`src/core/sce_cfg.svh`:
```
// Error codes, function codes, register map and write value limits of the checker
`ifndef SCE_CFG_SVH
`define SCE_CFG_SVH

// ----------------------------------------------------------------
// Setup error codes
// ----------------------------------------------------------------
`define SCE_ERR_NONE 8'h00
`define SCE_ERR_ONE_BOTH 8'h01
`define SCE_ERR_TWO_BOTH 8'h02
`define SCE_ERR_DIFF_SINGLE 8'h03
`define SCE_ERR_COOLING_OUTPUT_MODE_CONFLICT 8'h04
`define SCE_ERR_UNIT_MISMATCH 8'h05
`define SCE_ERR_ALARM_NONE 8'h06
`define SCE_ERR_DWELL_BOTH 8'h07

// ----------------------------------------------------------------
// Communication error codes
// ----------------------------------------------------------------
`define SCE_ERR_BAD_FUNC 8'h0A
`define SCE_ERR_ADDR_RANGE 8'h0B
`define SCE_ERR_NO_PARAM 8'h0C
`define SCE_ERR_READ_ONLY 8'h0E
`define SCE_ERR_VALUE_RANGE 8'h0F

// ----------------------------------------------------------------
// Request decoding and register map
// ----------------------------------------------------------------
`define SCE_FC_READ 8'h03
`define SCE_FC_WRITE 8'h06
`define SCE_REG_COUNT 64
`define SCE_EXIST_MASK 64'h00FF_FFFF_FFFF_FFFF
`define SCE_RO_MASK 64'h00F0_0000_0000_000F
`define SCE_VAL_MIN 16'h0000
`define SCE_VAL_MAX 16'h270F
`define SCE_ZERO_16 16'h0000

`endif

```
`src/core/sce_pkg.sv`:
```
// Types shared by the setup and communication error checker
package sce_pkg;

    // ----------------------------------------------------------------
    // Setup selections
    // ----------------------------------------------------------------
    typedef enum logic [1:0] {
        PV_INPUT_ONE_VALUE = 2'b00,
        PV_INPUT_TWO_VALUE = 2'b01,
        PV_INPUT_ONE_MINUS_TWO = 2'b10,
        PV_INPUT_TWO_MINUS_ONE = 2'b11
    } sce_pv_src_e;

    typedef enum logic [1:0] {
        SP_LOCAL = 2'b00,
        SP_INPUT_ONE_VALUE = 2'b01,
        SP_INPUT_TWO_VALUE = 2'b10,
        SP_OTHER = 2'b11
    } sce_sp_src_e;

    typedef enum logic {
        OUTPUT_ONE_FUNCTION_REVERSE_ACTION = 1'b0,
        OUTPUT_ONE_FUNCTION_DIRECT_ACTION = 1'b1
    } sce_output_one_function_fn_e;

    typedef enum logic [1:0] {
        OUTPUT_TWO_FUNCTION_NONE = 2'b00,
        OUTPUT_TWO_FUNCTION_COOLING_OUTPUT_MODE = 2'b01,
        OUTPUT_TWO_FUNCTION_ALARM_TWO_OUTPUT_SELECT = 2'b10,
        OUTPUT_TWO_FUNCTION_OTHER = 2'b11
    } sce_output_two_function_fn_e;

    typedef enum logic [2:0] {
        AL_NONE = 3'b000,
        AL_DWELL_TIMER_FUNCTION = 3'b001,
        AL_COMBINED_PROCESS_HIGH_ALARM = 3'b010,
        AL_COMBINED_PROCESS_LOW_ALARM = 3'b011,
        AL_DIFFERENCE_HIGH_ALARM = 3'b100,
        AL_DIFFERENCE_LOW_ALARM = 3'b101,
        AL_PROCESS_HIGH = 3'b110,
        AL_PROCESS_LOW = 3'b111
    } sce_alarm_fn_e;

    typedef struct packed {
        sce_pv_src_e process_value_source;
        sce_sp_src_e setpoint_source;
        sce_output_one_function_fn_e output_one_function;
        sce_output_two_function_fn_e output_two_function;
        logic [15:0] proportional_band_one;
        logic [15:0] proportional_band_two;
        logic [15:0] integral_time_one;
        logic [15:0] integral_time_two;
        logic [1:0] input_one_unit;
        logic [1:0] input_two_unit;
        logic [1:0] input_one_decimal_point;
        logic [1:0] input_two_decimal_point;
        sce_alarm_fn_e alarm_one_function;
        sce_alarm_fn_e alarm_two_function;
    } sce_setup_s;

    typedef struct packed {
        logic one_both;
        logic two_both;
        logic diff_single;
        logic cooling_output_mode_conflict;
        logic unit_mismatch;
        logic alarm_none;
        logic dwell_both;
    } sce_setup_err_s;

    // ----------------------------------------------------------------
    // Communication request and answer
    // ----------------------------------------------------------------
    typedef struct packed {
        logic valid;
        logic [7:0] func;
        logic [15:0] addr;
        logic [15:0] data;
    } sce_comm_req_s;

    typedef struct packed {
        logic valid;
        logic [7:0] err;
        logic wr_en;
        logic [15:0] wr_addr;
        logic [15:0] wr_data;
    } sce_comm_rsp_s;

    // ----------------------------------------------------------------
    // Module state
    // ----------------------------------------------------------------
    typedef struct packed {
        sce_comm_rsp_s rsp;
        logic [7:0] last_err;
    } sce_comm_state_s;

    typedef struct packed {
        sce_setup_err_s err;
        logic [7:0] code;
        logic output_two_function_alarm;
    } sce_top_state_s;

endpackage

```
`src/core/sce_comm_check.sv`:
```
// Classifier of remote register requests into communication error codes
`timescale 1ns/10ps
`default_nettype none
`include "sce_cfg.svh"

module sce_comm_check #(
    parameter int REG_COUNT = `SCE_REG_COUNT,
    parameter logic [REG_COUNT-1:0] EXIST_MASK = `SCE_EXIST_MASK,
    parameter logic [REG_COUNT-1:0] RO_MASK = `SCE_RO_MASK,
    parameter logic [15:0] VAL_MIN = `SCE_VAL_MIN,
    parameter logic [15:0] VAL_MAX = `SCE_VAL_MAX
) (
    input wire logic clk_i,
    input wire logic srst_i,
    input wire sce_pkg::sce_comm_req_s req_i,
    input wire logic lock_i,
    input wire logic err_clr_i,
    output sce_pkg::sce_comm_rsp_s rsp_o,
    output logic [7:0] last_err_o
);

    localparam int IDX_W = $clog2(REG_COUNT);

    sce_pkg::sce_comm_state_s q, d;
    logic is_read;
    logic is_write;
    logic [IDX_W-1:0] idx;

    assign is_read = (req_i.func == `SCE_FC_READ);
    assign is_write = (req_i.func == `SCE_FC_WRITE);
    assign idx = req_i.addr[IDX_W-1:0];

    // ----------------------------------------------------------------
    // Classification, first failing check wins
    // ----------------------------------------------------------------
    always_comb begin
        d = q;
        d.rsp.valid = req_i.valid;
        d.rsp.wr_en = 1'b0;
        d.rsp.err = `SCE_ERR_NONE;
        if (!is_read && !is_write) begin
            d.rsp.err = `SCE_ERR_BAD_FUNC;
        end else if (req_i.addr >= 16'(REG_COUNT)) begin
            d.rsp.err = `SCE_ERR_ADDR_RANGE;
        end else if (!EXIST_MASK[idx]) begin
            d.rsp.err = `SCE_ERR_NO_PARAM;
        end else if (is_write && (RO_MASK[idx] || lock_i)) begin
            d.rsp.err = `SCE_ERR_READ_ONLY;
        end else if (is_write && (req_i.data < VAL_MIN || req_i.data > VAL_MAX)) begin
            d.rsp.err = `SCE_ERR_VALUE_RANGE;
        end
        if (!req_i.valid) begin
            d.rsp.err = `SCE_ERR_NONE;
        end
        // Refused writes never reach the parameter store
        d.rsp.wr_en = req_i.valid && is_write && (d.rsp.err == `SCE_ERR_NONE);
        d.rsp.wr_addr = req_i.addr;
        d.rsp.wr_data = req_i.data;
        // A new error outranks a clear in the same cycle
        if (err_clr_i) begin
            d.last_err = `SCE_ERR_NONE;
        end
        if (d.rsp.err != `SCE_ERR_NONE) begin
            d.last_err = d.rsp.err;
        end
    end

    always_ff @(posedge clk_i) begin
        if (srst_i) begin
            q <= '0;
        end else begin
            q <= d;
        end
    end

    assign rsp_o = q.rsp;
    assign last_err_o = q.last_err;
endmodule
`default_nettype wire

```
`config.mk`:
```
export PLATFORM = sky130hd
export DESIGN_NAME = sce_comm_check
export DESIGN_NICKNAME = d
export VERILOG_FILES = /design/src/core/sce_pkg.sv /design/src/core/sce_comm_check.sv
export VERILOG_INCLUDE_DIRS = /design/src /design/src/core
export SDC_FILE = /design/constraint.sdc
export NUM_CORES = 1
export LEC_CHECK = 0
export CELL_PAD_IN_SITES_DETAIL_PLACEMENT = 1
export CELL_PAD_IN_SITES_GLOBAL_PLACEMENT = 1
export CORE_MARGIN = 2
export CORE_UTILIZATION = 42
export DETAILED_ROUTE_END_ITERATION = 12
export DONT_BUFFER_PORTS = 1
export PLACE_DENSITY = 0.81
export SLEW_MARGIN = 20
export SYNTH_ARGS = -nofsm -noshare
export SYNTH_HDL_FRONTEND = slang
export SYNTH_SLANG_ARGS = --single-unit
```
`constraint.sdc`:
```
create_clock -name clk_i -period 2.4 [get_ports clk_i]
set_clock_uncertainty 0.1 [all_clocks]
set_input_delay 0.12 -clock clk_i [delete_from_list [all_inputs] [get_ports clk_i]]
set_output_delay 0.12 -clock clk_i [all_outputs]
set_load 0.01 [all_outputs]
```
==> flow_summary.json, run 1 <==
{
  "synth_compound_area_share_pct": 5.981,
  "syn-instance-count": 135,
  "cp_max_fo": 4,
  "hold_class": "input port to flip-flop",
  "finalMaxSlewViolations": 0,
  "synth-xor-area-share_pct": 0.6157,
  "cts_resized": 0,
  "io_pins": 95,
  "finalSetupViolations": 0,
  "cap_violations": 0,
  "p_leak_uw": 0.0009219,
  "cp_top_family": "simple AND/OR/NAND/NOR gates",
  "ys_seq_area_share_pct": 59.10,
  "crit_end": "last_err_o[2]",
  "hold_viol_final": 0,
  "synth_cell_types": 33,
  "fmax_mhz": 507.3,
  "drtIter0Drc": 60,
  "fin_ws_ns": 0.4286,
  "chipWidth_um": 62.20,
  "crit_path_end_kind": "flip-flop",
  "gr-total-overflow": 0,
  "tns_ns": 0,
  "cts_max_level": 2,
  "dp_slack_ns": 0.4615,
  "antennaDiodeCount": 0,
  "vias": 1266,
  "place_area_um2": 1435,
  "crit_arrival_ns": 2.16,
  "yosys_register_bits": 42,
  "critPathSlowestCell": "dlygate4sd3_1",
  "drtAntennaViolNets": 0,
  "startpoint_type": "input port",
  "synth_top_area_share_pct": 59.10,
  "cts_buffers": 5,
  "root_buffer": "clkbuf_4",
  "yosysWarnings": 0,
  "fin_hold_ws_ns": 0.0002271,
  "synth_area_leader_cell": "dfxtp_1",
  "worst-r2r-cell-count": 3,
  "synth.most_common_cell": "dfxtp_1",
  "drt-wirelength-per-cell_um": 20.45,
  "cts_hold_buf": 69,
  "synth_commonest_cells": "dfxtp_1 (42), nor2b_1 (33), buf_4 (8), nor2_1 (7), nor4_1 (7)",
  "synth_area_per_cell_um2": 10.54,
  "status": "complete, no violations",
  "die_h_um": 62.20,
  "grt_pass1_wl_um": 8093,
  "core_area_um2": 3284,
  "routed_via_density": 4.984,
  "synth.area.top_cells": "dfxtp_1 (59%), nor2b_1 (15%), buf_4 (4.2%), nor4_1 (3.1%), nor2_1 (1.8%)",
  "async_reset_ff_share_pct": 0,
  "drt_wl_total_um": 5194,
  "grt_start_max_net_pins": 35,
  "rsz0062_at_grt": "no",
  "vdd_drop_max_mv": 0.3018,
  "syn_area_um2": 1423,
  "worst-path-stages": 6,
  "gr-usage-all-layers_pct": 28.16,
  "antenna_found_initial": 0,
  "io_buffer_count": 0,
  "route.detailed.drc": 0,
  "clock_path_buffers": 2,
  "cp_cell_sequence": "or4b_4 -> or3_1 -> a31oi_1 -> o21ai_0 -> a21oi_1 -> dlygate4sd3_1",
  "fin_crit_ns": 1.971,
  "cp.required_ns": 2.59,
  "ys.flop_type": "dfxtp_1",
  "first_pass_iters": 4,
  "dieArea_um2": 3869,
  "initial_core_util_pct": 43.31,
  "globalplace.congestion": 0.8153,
  "path_buf_inv": 1,
  "post_cts.repair.setup_buffers": 0,
  "r2r-end": "last_err_o[2]",
  "dpl.hpwl_um": 2324,
  "syn_to_final_growth_pct": 55.67,
  "synth-simple-area-share_pct": 28.76,
  "reg2reg_slack_ns": 1.11,
  "path_class": "input port to flip-flop",
  "crit_start": "req_i[39]",
  "clk_latency_ns": 0.34,
  "cp_slowest_stage_delay_ns": 0.54,
  "synth-edff-count": 0,
  "grt_pass1_vias": 1461,
  "synth_mux_area_share_pct": 0,
  "clk_pin_slew_ns": 0.11,
  "synth_top_family_by_area": "simple AND/OR/NAND/NOR gates",
  "cts_tree": "done",
  "r2r_start": "last_err_o[2]",
  "drive_gt1_share_pct": 6.250,
  "fin_nets": 252,
  "stdcell_area_um2": 2215,
  "p_per_area_nw_per_um2": 613.9,
  "cts.sinks": 42,
  "fin_crit_sh_pct": 82.14,
  "total_power_uw": 1360,
  "rows": 21,
  "synthAdderAreaFrac_pct": 0
}
where the power goes:
group | switching, uW | leakage [uW] | internal (uW)
Combinational | 57.6 | 0.000529 | 99.4
Clock | 235 | 0.0000446 | 201
Sequential | 35.1 | 0.000349 | 732
sequential cells by signal, indices dropped and copies added (netlist names):
signal and cells:
rsp_o 38, last_err_o 4
final cells by class:
| cell class | count | area [um^2] |
|---|---|---|
| Tap cell | 46 | 57.56 |
| Timing Repair Buffer | 69 | 700.7 |
| Sequential cell | 42 | 840.8 |
| Inverter | 1 | 3.754 |
| Clock buffer | 8 | 78.83 |
| Fill cell | 326 | 1070 |
| Multi-Input combinational cell | 88 | 533.0 |
cells in the final DEF, fill, tap and decap left out, types with 2 or more instances in the layout:
cell / instances
nor2b_1: 33
nor2_1: 7
a21oi_1: 2
clkbuf_8: 3
conb_1: 8
o21ai_0: 2
nand3_1: 2
dlygate4sd3_1: 68
nand2b_1: 2
nor4_1: 7
dfxtp_1: 42
nand2_1: 4
clkbuf_4: 5
nor3_1: 2
cells by family (layout without fill, tap and decap cells):
logic type                count (synthesis)  after routing
AOI/OAI and AO/OA                        12             12
xor gates and xnor gates                  1              1
buffers and inverters                    12             78
DFF                                      42             42
other                                     1              8
and+or+nand+nor                          67             67
metal layers:
| metal | track usage, % | share of wire (%) |
|---|---|---|
| met2 | 56.25 | 57 |
| met1 | 27.38 | 35 |
| met4 | 9.722 | 1.4 |
| met3 | 7.609 | 5.8 |
| met5 | 0 | 0 |
worst min-delay path by stage:
stage / cells past startpoint / end / startpoint / slack [ns]
global placement: 1 / rsp_o[16] / srst_i / 0.09
finish: 4 / rsp_o[34] / lock_i / 0.0002
floorplan: 1 / rsp_o[14] / srst_i / 0.09
CTS: 3 / rsp_o[32] / req_i[34] / 0.001
global route: 3 / rsp_o[32] / req_i[34] / 0.02
detailed placement: 1 / rsp_o[16] / srst_i / 0.1
through the flow:
| stage | util [%] | cells |
|---|---|---|
| 2_1_floorplan | - | 142 |
| 3_5_place_dp | 43.70 | 177 |
| 6_report | 67.43 | 254 |
| 3_3_place_gp | 43.70 | 177 |
| 5_1_grt | 67.43 | 254 |
| 4_1_cts | 67.43 | 254 |
tightest hold or removal path: cells and delay by family:
kind	cells	cell delay (ns)
AND/OR/NAND/NOR	3	0.21
AO/OA/AOI/OAI	1	0.08
No activity file was read; power rests on OpenSTA's default activity.
==> run 2: changes to the inputs <==
==> constraint.sdc (replaced) <==
create_clock -name clk_i -period 1.9 [get_ports clk_i]
set_clock_uncertainty 0.1 [all_clocks]
set_input_delay 0.095 -clock clk_i [delete_from_list [all_inputs] [get_ports clk_i]]
set_output_delay 0.095 -clock clk_i [all_outputs]
set_load 0.01 [all_outputs]
==> run 2 against run 1 <==
  * Critical path depth down 1
  * Total power rose by 14%
  * Core utilization down 10 points
  * Routed wire length decreased by 29%
  * Via count down 13%
  * Register-to-register slack about the same
  * First-iteration DRC count is 55% lower
  * Flip-flop and latch count is the same
  * Clock power rose by 3%
  * Critical endpoint is now last_err_o[3]
  * Highest routed layer unchanged
==> flow_summary.json, run 2 (synthesized netlist as in run 1, its figures left out) <==
{
  "finalSetupViolations": 0,
  "io_pins": 95,
  "drtAntennaViolNets": 0,
  "fin_nets": 223,
  "drt-wirelength-per-cell_um": 16.47,
  "fmax_mhz": 546.1,
  "cp_slowest_stage_delay_ns": 0.56,
  "final_common_cell": "dfxtp_1",
  "grt_start_max_net_pins": 33,
  "place_area_um2": 1450,
  "tns_ns": 0,
  "core_area_um2": 3284,
  "io_buffer_count": 0,
  "swShare_pct": 23.59,
  "initial_core_util_pct": 43.31,
  "gr-usage-all-layers_pct": 20.30,
  "cp_max_fo": 2,
  "switchingPower_uw": 366.0,
  "p_int_uw": 1185,
  "drtIter0Drc": 27,
  "hold_class": "input port to flip-flop",
  "slew_headroom_pct": 62.81,
  "seqPwrFrac_pct": 62.2,
  "cts_buffers": 5,
  "final_cell_mix": "dfxtp_1 (42), dlygate4sd3_1 (36), nor2b_1 (33)",
  "route.detailed.drc": 0,
  "fin_crit_sh_pct": 96.38,
  "clk_pin_slew_ns": 0.11,
  "globalplace.congestion": 0.8187,
  "antennaDiodeCount": 0,
  "worst_pin_slew_ns": 0.5527,
  "rows": 21,
  "grt_pass1_vias": 1238,
  "startpoint_type": "input port",
  "cts_max_level": 2,
  "holdPathStages": 4,
  "gr-total-overflow": 0,
  "cap_violations": 0,
  "dieArea_um2": 3869,
  "p_leak_uw": 0.0007422,
  "combPwrFrac_pct": 8.9,
  "grt_pass1_wl_um": 5961,
  "root_buffer": "clkbuf_4",
  "drt_wl_total_um": 3706,
  "chipWidth_um": 62.20,
  "path_class": "input port to flip-flop",
  "fin_crit_ns": 1.831,
  "critPathSlowestCell": "dlygate4sd3_1",
  "status": "complete, no violations",
  "vias": 1101,
  "die_h_um": 62.20,
  "cp_cell_sequence": "dlygate4sd3_1 -> nor4_1 -> nand3_1 -> or4_4 -> a22o_1",
  "stdcell_area_um2": 1887,
  "pwr-share-clk_pct": 28.9,
  "rsz0062_at_grt": "no",
  "cts_tree": "done",
  "vdd_drop_max_mv": 0.5353,
  "crit_arrival_ns": 1.97,
  "hold_viol_final": 0,
  "drive_gt1_share_pct": 8.939,
  "p_per_area_nw_per_um2": 822.2,
  "cts.sinks": 42,
  "crit_path_end_kind": "flip-flop",
  "worst-r2r-cell-count": 1,
  "largest_reg_flops": 38,
  "clk_latency_ns": 0.34,
  "routed_via_density": 4.893,
  "first_pass_iters": 4,
  "dpl.hpwl_um": 2297,
  "syn_to_final_growth_pct": 32.63,
  "fill_cells": 370,
  "finalMaxSlewViolations": 0,
  "cp.required_ns": 2.04,
  "clock_path_buffers": 2,
  "antenna_found_initial": 0
}
[run 2: cell types whose count changed in the layout (fill, tap and decap cells not counted), sizes merged]
| cell | change |
|---|---|
| clkinv | +1 |
| clkbuf | -1 |
| buf | +3 |
| dlygate4sd3 | -32 |
[run 2: cell type report]
cell class / count / area, um^2 / share of cell area, %
sequential: 42 / 840.8 / 44.56
multi-input combinational: 88 / 536.8 / 28.45
timing repair buffer: 40 / 387.9 / 20.56
tap: 46 / 57.56 / 3.050
clock buffer: 7 / 55.05 / 2.918
clock inverter: 1 / 5.005 / 0.2653
inverter: 1 / 3.754 / 0.1989
[run 2: repair_timing]
| item | CTS | global route |
|---|---|---|
| resized for setup | 0 | 1 |
| endpoints found under the hold margin | 41 | 0 |
| hold buffers | 37 | 0 |
| setup buffers | 0 | 1 |
| setup endpoints to repair | 0 | 2 |
[run 2: path summary, 6_finish.rpt]
check           startpoint             to  slack, ns
max              req_i[30]  last_err_o[3]       0.07
min              req_i[15]      rsp_o[33]       0.02
max reg2reg  last_err_o[3]  last_err_o[3]       1.12
min reg2reg  last_err_o[2]  last_err_o[2]       0.41
[run 2: power by group through the flow]
stage | sequential, uW | clock (uW) | combinational, uW
after floorplan | 977 | 0 | 73.7
after global placement | 983 | 0 | 63.4
after detailed placement | 985 | 0 | 65.9
after CTS | 965 | 461 | 137
after global routing | 969 | 510 | 153
final | 965 | 448 | 138
[run 2: through the flow]
stage / instances / worst slack [ns] / hold WS [ns] / util [%] / total power (uW)
2_1_floorplan: 142 / 0.02722 / 0.06661 / - / 1051
3_3_place_gp: 179 / 0.03858 / 0.06871 / 44.15 / 1046
3_5_place_dp: 179 / 0.01231 / 0.07029 / 44.15 / 1051
4_1_cts: 224 / 0.006433 / 0.004483 / 57.26 / 1562
5_1_grt: 225 / 0.04128 / 0.03600 / 57.45 / 1631
6_report: 225 / 0.06880 / 0.02093 / 57.45 / 1551
[run 2: per-layer routing]
| metal | part of all wire (%) | GRT usage, % | routed length [um] |
|---|---|---|---|
| met2 | 56 | 38.18 | 2060 |
| met1 | 35 | 19.40 | 1302 |
| met3 | 7.4 | 7.609 | 273 |
| met5 | 0 | 0 | 0 |
| met4 | 1.9 | 9.444 | 70 |
[run 2: critical path: cells and delay by family]
kind	cells	cell delay (ns)
AND/OR/NAND/NOR	3	1.07
buffers and inverters	1	0.56
AO/OA/AOI/OAI	1	0.25
==> run 3: changes to the inputs <==
==> constraint.sdc (replaced) <==
create_clock -name clk_i -period 1.78 [get_ports clk_i]
set_clock_uncertainty 0.1 [all_clocks]
set_input_delay 0.089 -clock clk_i [delete_from_list [all_inputs] [get_ports clk_i]]
set_output_delay 0.089 -clock clk_i [all_outputs]
set_load 0.01 [all_outputs]
==> run 3 against run 2 <==
  * Clock power grew 28%
  * Flip-flop and latch count is the same
  * Via count grew 19%
  * First-iteration DRC count grew 33%
  * Non-clock buffer count grew 33
  * Register-to-register slack lost 0.15 ns
  * Total power grew 18%
  * Critical path depth grew 1
  * Die area is the same
  * Hold slack gained 0.023 ns
  * Global-route usage grew 8.8 points
==> flow_summary.json, run 3 (synthesized netlist as in run 1, its figures left out) <==
{
  "status": "complete, no violations",
  "cts_tree": "done",
  "largest_reg_flops": 38,
  "critPathSlowestCell": "or4b_4",
  "instances_no_fill": 258,
  "vias": 1308,
  "chipWidth_um": 62.20,
  "hold_viol_final": 0,
  "root_buffer": "clkbuf_4",
  "cts_max_level": 2,
  "wl_met1_um": 1937,
  "antennaDiodeCount": 0,
  "cp_max_fo": 4,
  "dpl.hpwl_um": 2493,
  "tns_ns": 0,
  "clk_pin_slew_ns": 0.11,
  "postLayoutCoreUtil_pct": 68.30,
  "first_pass_iters": 4,
  "core_area_um2": 3284,
  "cp_slowest_stage_delay_ns": 0.53,
  "gr-total-overflow": 0,
  "fin_crit_ns": 1.692,
  "finalSetupViolations": 0,
  "drt_wl_total_um": 5369,
  "cp_top_family": "simple AND/OR/NAND/NOR gates",
  "dieArea_um2": 3869,
  "clock_path_buffers": 2,
  "crit_arrival_ns": 1.85,
  "p_leak_uw": 0.0009412,
  "fin_crit_sh_pct": 95.05,
  "fin_nets": 256,
  "clk_latency_ns": 0.34,
  "cp.required_ns": 1.94,
  "io_buffer_count": 0,
  "cts_buffers": 5,
  "routed_via_density": 5.070,
  "hold_class": "input port to flip-flop",
  "final_common_cell": "dlygate4sd3_1",
  "syn_to_final_growth_pct": 57.70,
  "route.detailed.drc": 0,
  "drive_gt1_share_pct": 9.906,
  "startpoint_type": "input port",
  "antenna_found_initial": 0,
  "wl_met2_um": 2976,
  "globalplace.congestion": 0.7765,
  "finalMaxSlewViolations": 0,
  "top_layer_used": "met4",
  "dp.cells": 182,
  "grt_start_max_net_pins": 35,
  "cp_cell_sequence": "or4b_4 -> or3_1 -> a31oi_1 -> nor2_1 -> buf_4 -> a21oi_1",
  "gr-usage-all-layers_pct": 29.13,
  "fmax_mhz": 591.1,
  "die_h_um": 62.20,
  "final_cell_mix": "dlygate4sd3_1 (65), dfxtp_1 (42), nor2b_1 (33)",
  "initial_core_util_pct": 43.31,
  "drt-wirelength-per-cell_um": 20.81,
  "cts.sinks": 42,
  "p_per_area_nw_per_um2": 812.7,
  "grt_pass1_wl_um": 8466,
  "path_class": "input port to flip-flop",
  "rsz0062_at_grt": "no",
  "grt_pass1_vias": 1470,
  "met3WireLength_um": 331,
  "drtAntennaViolNets": 0,
  "crit_path_end_kind": "flip-flop",
  "vdd_drop_max_mv": 0.3473,
  "cap_violations": 0,
  "io_pins": 95,
  "drtIter0Drc": 36,
  "rows": 21,
  "path_buf_inv": 1
}
run 3: worst paths after layout:
check                           cells past startpoint           from             to  slack, ns
worst min-delay path                                4      req_i[34]      rsp_o[32]       0.04
worst max register to register                      2  last_err_o[2]  last_err_o[2]       0.97
worst min register to register                      2  last_err_o[0]  last_err_o[0]       0.43
worst max-delay path                                6      req_i[39]      rsp_o[36]       0.09
run 3: tightest hold or removal path, delay by kind of cell:
family	cells	cell delay (ns)
xor gates and xnor gates	1	0.09
and+or+nand+nor	3	0.27
run 3: per-stage QoR:
step                      power, uW  hold WS [ns]  instance area, um^2  setup WS, ns
final                          1823       0.04362                 2243       0.08818
after global routing           1883       0.06652                 2243       0.03362
after CTS                      1790      0.004956                 2222       0.03705
after detailed placement       1124       0.06446                 1473       -0.1167
after global placement         1118       0.06280                 1473      -0.08655
after floorplan                1122       0.06061                 1449      -0.08424
run 3: layout make-up:
class                   instances  area (um^2)
fillers                       341         1041
flip-flops and latches         42        840.8
repair buffers                 73        723.2
multi-input cells              88        539.3
clock buffers                   8        78.83
well taps                      46        57.56
inverters                       1        3.754
run 3: where the power goes:
group	internal [uW]	switching [uW]
logic	136	81.9
clock network	270	302
registers	986	47.1
run 3: repair_timing:
item,in CTS,in global routing
setup buffers,0,2
hold buffers,66,0
hold endpoints to repair,41,0
setup endpoints to repair,0,2
gates resized for setup,0,1
run 3: routing by layer:
| layer | up-vias | GRT usage, % |
|---|---|---|
| li1 | 593 | - |
| met1 | 630 | 30.06 |
| met2 | 73 | 55.30 |
| met3 | 12 | 9.420 |
| met4 | 0 | 9.444 |
| met5 | - | 0 |
